File: src/hdl/ivpm_params.svh
`ifndef IVPM_PARAMS_SVH
`define IVPM_PARAMS_SVH
// variant codes
`define IVPM_VAR_TDM 2'h0
`define IVPM_VAR_STD 2'h1
`define IVPM_VAR_STD_HPI 2'h2
// trap numbers
`define IVPM_TRAP_RESET 5'h00
`define IVPM_TRAP_NMI 5'h01
`define IVPM_TRAP_SW_FIRST 5'h02
`define IVPM_TRAP_SW_RSVD0 5'h0E
`define IVPM_TRAP_SW_RSVD1 5'h0F
`define IVPM_TRAP_EXT_USER_IRQ0 5'h10
`define IVPM_TRAP_EXT_USER_IRQ1 5'h11
`define IVPM_TRAP_EXT_USER_IRQ2 5'h12
`define IVPM_TRAP_TIMER 5'h13
`define IVPM_TRAP_BRX 5'h14
`define IVPM_TRAP_BTX 5'h15
`define IVPM_TRAP_P1RX 5'h16
`define IVPM_TRAP_P1TX 5'h17
`define IVPM_TRAP_EXT_USER_IRQ3 5'h18
`define IVPM_TRAP_HPI 5'h19
// priorities, lower value served first, 0 means none
`define IVPM_PRI_NONE 4'h0
`define IVPM_PRI_RESET 4'h1
`define IVPM_PRI_NMI 4'h2
`define IVPM_PRI_EXT_USER_IRQ0 4'h3
`define IVPM_PRI_EXT_USER_IRQ1 4'h4
`define IVPM_PRI_EXT_USER_IRQ2 4'h5
`define IVPM_PRI_TIMER 4'h6
`define IVPM_PRI_BRX 4'h7
`define IVPM_PRI_BTX 4'h8
`define IVPM_PRI_P1RX 4'h9
`define IVPM_PRI_P1TX 4'hA
`define IVPM_PRI_EXT_USER_IRQ3 4'hB
`define IVPM_PRI_HPI 4'hC
// vector page pointer
`define IVPM_PTR_RESET 9'h1FF
`define IVPM_OFS_SHIFT 2
// hardware request bit positions
`define IVPM_NUM_HW 12
`define IVPM_HW_NMI 0
`define IVPM_HW_EXT_USER_IRQ0 1
`define IVPM_HW_EXT_USER_IRQ1 2
`define IVPM_HW_EXT_USER_IRQ2 3
`define IVPM_HW_TIMER 4
`define IVPM_HW_BRX 5
`define IVPM_HW_BTX 6
`define IVPM_HW_MRX 7
`define IVPM_HW_MTX 8
`define IVPM_HW_EXT_USER_IRQ3 9
`define IVPM_HW_HPI 10
`define IVPM_HW_SRX 11
`endif

File: src/hdl/ivpm_pkg.sv
package ivpm_pkg;
  // one table entry
  typedef struct packed {
    logic valid;
    logic hw;
    logic reserved;
    logic [3:0] prio;
    logic [6:0] offset;
  } ivpm_entry_t;
  // vector handed to the core
  typedef struct packed {
    logic [4:0] trap;
    logic [15:0] addr;
  } ivpm_vec_t;
  typedef enum logic [1:0] {
    IVPM_IDLE,
    IVPM_WAIT_ACK
  } ivpm_state_t;
endpackage

File: src/hdl/ivpm_top.sv
`timescale 1ns/1ps
`include "ivpm_params.svh"
module ivpm_top (
  input wire logic ref_clk,
  input wire logic rst,
  input wire logic [1:0] variant,
  input wire logic hard_reset_in,
  input wire logic soft_reset_trap,
  input wire logic nmi_irq,
  input wire logic ext_user_irq0,
  input wire logic ext_user_irq1,
  input wire logic ext_user_irq2,
  input wire logic ext_user_irq3,
  input wire logic timer_irq,
  input wire logic buffered_port_rx_irq,
  input wire logic buffered_port_tx_irq,
  input wire logic multiplexed_port_rx_irq,
  input wire logic multiplexed_port_tx_irq,
  input wire logic second_port_rx_irq,
  input wire logic second_port_tx_irq,
  input wire logic host_port_irq,
  input wire logic sw_trap_req,
  input wire logic [4:0] sw_trap_num,
  input wire logic ptr_wr,
  input wire logic [8:0] ptr_wdata,
  input wire logic vec_ack,
  output logic vec_valid,
  output ivpm_pkg::ivpm_vec_t vec_out,
  output logic [8:0] vector_page_pointer,
  output logic [`IVPM_NUM_HW-1:0] pending_out
);
  // two-flop synchronisers for the interrupt request pins, three flops for hard_reset_in
  logic [`IVPM_NUM_HW-1:0] raw;
  logic [`IVPM_NUM_HW-1:0] meta_r;
  logic [`IVPM_NUM_HW-1:0] sync_r;
  logic [`IVPM_NUM_HW-1:0] prev_r;
  logic [`IVPM_NUM_HW-1:0] pend_r, pend_nxt;
  logic [1:0] hrst_meta_r;
  logic hrst_sync_r, hrst_prev_r;
  logic [8:0] ptr_r, ptr_nxt;
  ivpm_pkg::ivpm_state_t state_r, state_nxt;
  ivpm_pkg::ivpm_vec_t vec_r, vec_nxt;
  logic [4:0] hw_trap [`IVPM_NUM_HW];
  logic [3:0] hw_prio [`IVPM_NUM_HW];
  logic [4:0] sel_trap;
  logic [3:0] best_prio;
  logic [`IVPM_NUM_HW-1:0] best_bit;
  logic any_hw;
  logic [`IVPM_NUM_HW-1:0] enabled;
  logic [`IVPM_NUM_HW-1:0] clr;
  ivpm_pkg::ivpm_entry_t sel_entry;
  logic hard_rst_evt, take_rst, take_hw, take_sw;
  logic [15:0] sel_addr;

  always_comb begin
    raw = '0;
    raw[`IVPM_HW_NMI] = nmi_irq;
    raw[`IVPM_HW_EXT_USER_IRQ0] = ext_user_irq0;
    raw[`IVPM_HW_EXT_USER_IRQ1] = ext_user_irq1;
    raw[`IVPM_HW_EXT_USER_IRQ2] = ext_user_irq2;
    raw[`IVPM_HW_TIMER] = timer_irq;
    raw[`IVPM_HW_BRX] = buffered_port_rx_irq;
    raw[`IVPM_HW_BTX] = buffered_port_tx_irq;
    raw[`IVPM_HW_MRX] = multiplexed_port_rx_irq;
    // request slot 8 (trap 23) carries whichever transmit port this variant really has
    if (variant == `IVPM_VAR_TDM) begin
      raw[`IVPM_HW_MTX] = multiplexed_port_tx_irq;
    end else begin
      raw[`IVPM_HW_MTX] = second_port_tx_irq;
    end
    raw[`IVPM_HW_EXT_USER_IRQ3] = ext_user_irq3;
    raw[`IVPM_HW_HPI] = host_port_irq;
    raw[`IVPM_HW_SRX] = second_port_rx_irq;
  end

  // which sources exist in the selected variant; the two transmit ports
  // share one slot, chosen by variant above, so that slot stays enabled
  always_comb begin
    enabled = '1;
    if (variant == `IVPM_VAR_TDM) begin
      enabled[`IVPM_HW_SRX] = 1'b0;
      enabled[`IVPM_HW_HPI] = 1'b0;
    end else begin
      enabled[`IVPM_HW_MRX] = 1'b0;
      if (variant != `IVPM_VAR_STD_HPI) begin
        enabled[`IVPM_HW_HPI] = 1'b0;
      end
    end
  end

  // trap and priority per request bit
  always_comb begin
    hw_trap[`IVPM_HW_NMI] = `IVPM_TRAP_NMI;
    hw_trap[`IVPM_HW_EXT_USER_IRQ0] = `IVPM_TRAP_EXT_USER_IRQ0;
    hw_trap[`IVPM_HW_EXT_USER_IRQ1] = `IVPM_TRAP_EXT_USER_IRQ1;
    hw_trap[`IVPM_HW_EXT_USER_IRQ2] = `IVPM_TRAP_EXT_USER_IRQ2;
    hw_trap[`IVPM_HW_TIMER] = `IVPM_TRAP_TIMER;
    hw_trap[`IVPM_HW_BRX] = `IVPM_TRAP_BRX;
    hw_trap[`IVPM_HW_BTX] = `IVPM_TRAP_BTX;
    hw_trap[`IVPM_HW_MRX] = `IVPM_TRAP_P1RX;
    hw_trap[`IVPM_HW_MTX] = `IVPM_TRAP_P1TX;
    hw_trap[`IVPM_HW_EXT_USER_IRQ3] = `IVPM_TRAP_EXT_USER_IRQ3;
    hw_trap[`IVPM_HW_HPI] = `IVPM_TRAP_HPI;
    hw_trap[`IVPM_HW_SRX] = `IVPM_TRAP_P1RX;
    hw_prio[`IVPM_HW_NMI] = `IVPM_PRI_NMI;
    hw_prio[`IVPM_HW_EXT_USER_IRQ0] = `IVPM_PRI_EXT_USER_IRQ0;
    hw_prio[`IVPM_HW_EXT_USER_IRQ1] = `IVPM_PRI_EXT_USER_IRQ1;
    hw_prio[`IVPM_HW_EXT_USER_IRQ2] = `IVPM_PRI_EXT_USER_IRQ2;
    hw_prio[`IVPM_HW_TIMER] = `IVPM_PRI_TIMER;
    hw_prio[`IVPM_HW_BRX] = `IVPM_PRI_BRX;
    hw_prio[`IVPM_HW_BTX] = `IVPM_PRI_BTX;
    hw_prio[`IVPM_HW_MRX] = `IVPM_PRI_P1RX;
    hw_prio[`IVPM_HW_MTX] = `IVPM_PRI_P1TX;
    hw_prio[`IVPM_HW_EXT_USER_IRQ3] = `IVPM_PRI_EXT_USER_IRQ3;
    hw_prio[`IVPM_HW_HPI] = `IVPM_PRI_HPI;
    hw_prio[`IVPM_HW_SRX] = `IVPM_PRI_P1RX;
  end

  // synchronisers; only sync_r feeds the edge detect
  always_ff @(posedge ref_clk or posedge rst) begin
    if (rst) begin
      meta_r <= '0;
      sync_r <= '0;
      prev_r <= '0;
      hrst_meta_r <= 2'b00;
      hrst_sync_r <= 1'b0;
      hrst_prev_r <= 1'b0;
    end else begin
      meta_r <= raw;
      sync_r <= meta_r;
      prev_r <= sync_r;
      hrst_meta_r <= {hrst_meta_r[0], hard_reset_in};
      hrst_sync_r <= hrst_meta_r[1];
      hrst_prev_r <= hrst_sync_r;
    end
  end

  assign hard_rst_evt = hrst_sync_r & ~hrst_prev_r;

  // lowest priority value among pending wins
  always_comb begin
    best_prio = '1;
    best_bit = '0;
    any_hw = 1'b0;
    for (int i = 0; i < `IVPM_NUM_HW; i++) begin
      if (pend_r[i] && hw_prio[i] < best_prio) begin
        best_prio = hw_prio[i];
        best_bit = '0;
        best_bit[i] = 1'b1;
        any_hw = 1'b1;
      end
    end
    sel_trap = `IVPM_TRAP_RESET;
    for (int i = 0; i < `IVPM_NUM_HW; i++) begin
      if (best_bit[i]) begin
        sel_trap = hw_trap[i];
      end
    end
  end

  // reset beats hardware, hardware beats a software trap
  assign take_rst = (state_r == ivpm_pkg::IVPM_IDLE) && (hard_rst_evt || soft_reset_trap);
  assign take_hw = (state_r == ivpm_pkg::IVPM_IDLE) && !take_rst && any_hw;
  assign take_sw = (state_r == ivpm_pkg::IVPM_IDLE) && !take_rst && !any_hw && sw_trap_req;

  ivpm_map u_map (
    .variant(variant),
    .trap(take_rst ? `IVPM_TRAP_RESET : (take_hw ? sel_trap : sw_trap_num)),
    .entry(sel_entry)
  );

  // page pointer forms the upper address bits
  assign sel_addr = {ptr_nxt, sel_entry.offset};

  always_comb begin
    pend_nxt = pend_r;
    ptr_nxt = ptr_r;
    state_nxt = state_r;
    vec_nxt = vec_r;
    clr = take_hw ? best_bit : '0;
    if (hard_rst_evt) begin
      ptr_nxt = `IVPM_PTR_RESET;
    end else if (ptr_wr) begin
      ptr_nxt = ptr_wdata;
    end
    // a new edge in the serve cycle wins over the clear
    pend_nxt = ((pend_r & ~clr) | (sync_r & ~prev_r)) & enabled;
    case (state_r)
      ivpm_pkg::IVPM_IDLE: begin
        if (take_rst || take_hw || (take_sw && sel_entry.valid)) begin
          vec_nxt.trap = take_rst ? `IVPM_TRAP_RESET : (take_hw ? sel_trap : sw_trap_num);
          vec_nxt.addr = sel_addr;
          state_nxt = ivpm_pkg::IVPM_WAIT_ACK;
        end
      end
      ivpm_pkg::IVPM_WAIT_ACK: begin
        if (vec_ack) begin
          state_nxt = ivpm_pkg::IVPM_IDLE;
        end
      end
      default: state_nxt = ivpm_pkg::IVPM_IDLE;
    endcase
  end

  // register stage for pending, pointer and handed-out vector
  always_ff @(posedge ref_clk or posedge rst) begin
    if (rst) begin
      pend_r <= '0;
      ptr_r <= `IVPM_PTR_RESET;
      state_r <= ivpm_pkg::IVPM_IDLE;
      vec_r <= '0;
    end else begin
      pend_r <= pend_nxt;
      ptr_r <= ptr_nxt;
      state_r <= state_nxt;
      vec_r <= vec_nxt;
    end
  end

  assign vec_valid = (state_r == ivpm_pkg::IVPM_WAIT_ACK);
  assign vec_out = vec_r;
  assign vector_page_pointer = ptr_r;
  assign pending_out = pend_r;
endmodule

File: src/hdl/ivpm_map.sv
`timescale 1ns/1ps
`include "ivpm_params.svh"
// pure lookup: trap number to priority and offset for one variant
module ivpm_map (
  input wire logic [1:0] variant,
  input wire logic [4:0] trap,
  output ivpm_pkg::ivpm_entry_t entry
);
  logic [3:0] prio;
  logic hw;
  logic rsvd;
  logic valid;

  // offset is always trap times four; priority and the valid, hw and reserved flags differ
  always_comb begin
    prio = `IVPM_PRI_NONE;
    hw = 1'b1;
    rsvd = 1'b0;
    valid = 1'b1;
    if (trap == `IVPM_TRAP_RESET) begin
      prio = `IVPM_PRI_RESET;
    end else if (trap == `IVPM_TRAP_NMI) begin
      prio = `IVPM_PRI_NMI;
    end else if (trap < `IVPM_TRAP_EXT_USER_IRQ0) begin
      hw = 1'b0;
      rsvd = (trap == `IVPM_TRAP_SW_RSVD0) || (trap == `IVPM_TRAP_SW_RSVD1);
    end else if (trap == `IVPM_TRAP_EXT_USER_IRQ0) begin
      prio = `IVPM_PRI_EXT_USER_IRQ0;
    end else if (trap == `IVPM_TRAP_EXT_USER_IRQ1) begin
      prio = `IVPM_PRI_EXT_USER_IRQ1;
    end else if (trap == `IVPM_TRAP_EXT_USER_IRQ2) begin
      prio = `IVPM_PRI_EXT_USER_IRQ2;
    end else if (trap == `IVPM_TRAP_TIMER) begin
      prio = `IVPM_PRI_TIMER;
    end else if (trap == `IVPM_TRAP_BRX) begin
      prio = `IVPM_PRI_BRX;
    end else if (trap == `IVPM_TRAP_BTX) begin
      prio = `IVPM_PRI_BTX;
    end else if (trap == `IVPM_TRAP_P1RX) begin
      prio = `IVPM_PRI_P1RX;
    end else if (trap == `IVPM_TRAP_P1TX) begin
      prio = `IVPM_PRI_P1TX;
    end else if (trap == `IVPM_TRAP_EXT_USER_IRQ3) begin
      prio = `IVPM_PRI_EXT_USER_IRQ3;
    end else if (trap == `IVPM_TRAP_HPI && variant == `IVPM_VAR_STD_HPI) begin
      prio = `IVPM_PRI_HPI;
    end else begin
      hw = 1'b0;
      rsvd = 1'b1;
      valid = 1'b0;
    end
  end

  // one driver for the whole entry: valid, hw, reserved, prio, offset
  assign entry = {valid, hw, rsvd, prio, trap, 2'b00};
endmodule

File: config.mk
export PLATFORM = sky130hd
export DESIGN_NAME = ivpm_top
export DESIGN_NICKNAME = d
export VERILOG_FILES = /design/src/hdl/ivpm_pkg.sv /design/src/hdl/ivpm_top.sv /design/src/hdl/ivpm_map.sv
export VERILOG_INCLUDE_DIRS = /design/src /design/src/hdl
export SDC_FILE = /design/constraint.sdc
export NUM_CORES = 1
export LEC_CHECK = 0
export ABC_AREA = 1
export ABC_CLOCK_PERIOD_IN_PS = 3500
export BUFFER_PORTS_ARGS = -buffer_cell sky130_fd_sc_hd__buf_2
export CELL_PAD_IN_SITES_DETAIL_PLACEMENT = 0
export CELL_PAD_IN_SITES_GLOBAL_PLACEMENT = 1
export CORE_MARGIN = 2
export CORE_UTILIZATION = 42
export CTS_CLUSTER_DIAMETER = 120
export DETAILED_ROUTE_END_ITERATION = 8
export GPL_ROUTABILITY_DRIVEN = 0
export PLACE_DENSITY_LB_ADDON = 0.08
export SYNTH_ARGS = -nofsm -noshare
export SYNTH_HDL_FRONTEND = slang
export SYNTH_SLANG_ARGS = --single-unit
File: constraint.sdc
create_clock -name ref_clk -period 3.5 [get_ports ref_clk]
set_input_delay 0.7 -clock ref_clk [delete_from_list [all_inputs] [get_ports ref_clk]]
set_output_delay 0.7 -clock ref_clk [all_outputs]
set_load 0.03 [all_outputs]
==> results.md <==
- Hold Violations, Final: 0
- Max Cap Viol: 0
- Data arrival, critical path: 2700 ps
- Final hold slack: 349 ps
- M1 wire length: 2.68 mm
- Final WL: 5.60 mm
- Post-synthesis sequential area ratio: 0.650
- Final Power: 2.44 mW
- Worst relative slew slack: 0.388
- Initial antenna violation count: 0
- CTS clk-pin slew, worst paths: 70 ps
- TritonCTS clock tree: built
- Die height: 87.7 um
- Worst VDD drop: 0.000268 V
- Clock sink count: 76
- Area Growth Syn to Fin: 20.7%
- Num ports: 79
- Vias/cell: 4.49
- Die W: 87.7 um
- GRT Total Usage: 0.159
- Finished Layout Cells: 463
- Final instance area: 3550 um^2
- Pre-CTS WS: 953 ps
- Outcome: completed
- CP Max Fanout: 14
- Yosys Warn Count: 0
- Final worst slack: 1030 ps
- Commonest cells after routing, fill and taps aside: 76 x buf_2, 69 x nand2_1, 67 x dfrtp_1, 37 x inv_1, 32 x nand3_1
- RSZ-0062 raised after global routing: false
- Synthesized area: 2940 um^2
- CP Launch Type: register
- Wire length on met3: 331 um
- Final ANT Viol Nets: 0
- Worst-Skew Late Latency: 340 ps
- Routed wire per std cell: 12.1 um
- Final Max Tran Viols: 0
- CTS resizes: 0
- Synth Instances: 284
- Largest net degree at the start of global routing: 77
- ANT cells: 0
- Core Region: 6790 um^2
- Max Buffers Root-to-Sink: 2
- Final core occ: 0.523
- Initial Utilization: 0.433
- WL met2: 2.47 mm
- Fmax: 405 MHz
- Via Count: 2080
- Post-cts hold buffer count: 0
- Vias in the first global route: 1944
- Num CTS Buffers: 9
- Initial drt markers: 111
- Die area: 7700 um^2
- Setup TNS Final: 0 ps
- CTS root buf: clkbuf_8
- Post-synthesis average cell area: 10.4 um^2
- Pre-antenna DRT Iters: 4
- CTS H-tree depth: 3
- Commonest non-fill, non-tap cell in the layout: buf_2
- First-pass GRT wire length: 9.15 mm
- Worst-margin pin slew: 918 ps
- Clk_skew: 9.52 ps
- Remaining global-route overflow: 0
- Critical path type: register to register
- Synth area leader: dfrtp_1
- # DRC: 0
- Placed cell area: 3370 um^2
- Share of post-route cells with drive strength above 1: 0.332
- Netlist cell types: 32
- Row cnt: 30
- Post-CTS Setup Repair Bufs: 0
- Yosys reg bits: 76
- Leak Pwr: 1.87 nW
- Area contributors post-synth: dfrtp_1 57%, nand2_1 8.8%, dfstp_2 8.0%
- Pwr/cell area: 688 nW/um^2
- Nets: 398
- Final Setup Violations: 0
- Synth top area share: 0.569
- Hold Path Class: register to register
- Cells after DPL: 447
- Final Cycle Share: 0.706
- IO buf count: 76
- Critical path endpoint category: register
- Worst EP required: 3730 ps
- Top sig layer: met4
- Hpwl dp: 4.02 mm
- Final min period: 2470 ps
[per-layer routing]
metal / vias to the layer above / track usage
met1: 957 / 0.227
li1: 1052 / -
met5: - / 0
met3: 11 / 0.0452
met4: 0 / 0.0853
met2: 60 / 0.220
[flip-flops by register name (all words and copies together) (netlist names)]
| name | cells |
|---|---|
| hrst_meta_r | 2 |
| hrst_prev_r | 1 |
| hrst_sync_r | 1 |
| meta_r | 12 |
| pending_out | 12 |
| prev_r | 12 |
| state_r | 1 |
| sync_r | 12 |
| vec_out | 14 |
| vector_page_pointer | 9 |
[Yosys cell counts, drive strengths merged]
cell    count
nand2      75
dfrtp      67
inv        39
nand3      36
o21ai      19
buf        11
dfstp       9
nor2        7
nand4       5
a21oi       2
clkinv      2
nand3b      2
o211ai      2
a21boi      1
a31o        1
clkbuf      1
conb        1
mux2        1
nor3b       1
o22ai       1
o41ai       1
[worst max-delay path, cell delays in order (launching register included)]
cell	delay, ps
dfrtp_1	430
nor2_2	190
nand4_2	120
nor2_4	130
nand4_1	100
nor2_2	140
nand3_2	140
o21ai_1	680
nand2_4	240
nand2_1	120
nand2_1	50
[report_power, final]
group	internal (mW)	total [mW]	switching, mW
registers	1.02	1.10	0.0796
clock network	0.294	0.596	0.302
logic	0.215	0.751	0.536
[final timing paths]
path / endpoint / start / cells past startpoint / slack, ps
max: vec_out[7] / pending_out[0] / 10 / 1030
min: sync_r[2] / meta_r[2] / 0 / 350
max reg2reg: vec_out[7] / pending_out[0] / 10 / 1030
min reg2reg: sync_r[2] / meta_r[2] / 0 / 350
max in group asynchronous: sync_r[2] / rst / 3 / 2280
min in group asynchronous: hrst_meta_r[1] / rst / 3 / 640
[layout make-up]
| type | instances | area [um^2] |
|---|---|---|
| multi-input cells | 156 | 788 |
| clock buffers | 12 | 155 |
| well taps | 96 | 120 |
| fillers | 634 | 3240 |
| clock inverters | 4 | 25.0 |
| repair buffers | 78 | 395 |
| inverters | 41 | 155 |
| flip-flops and latches | 76 | 1910 |
[cells by family after synthesis]
kind of cell / Yosys count / share of synthesized area
and+or+nand+nor: 126 / 0.210
DFF: 76 / 0.650
buffers and inverters: 53 / 0.0837
AOI/OAI and AO/OA: 27 / 0.0514
muxes: 1 / 0.00382
other: 1 / 0.00127
(Power assumes the default switching activity.)
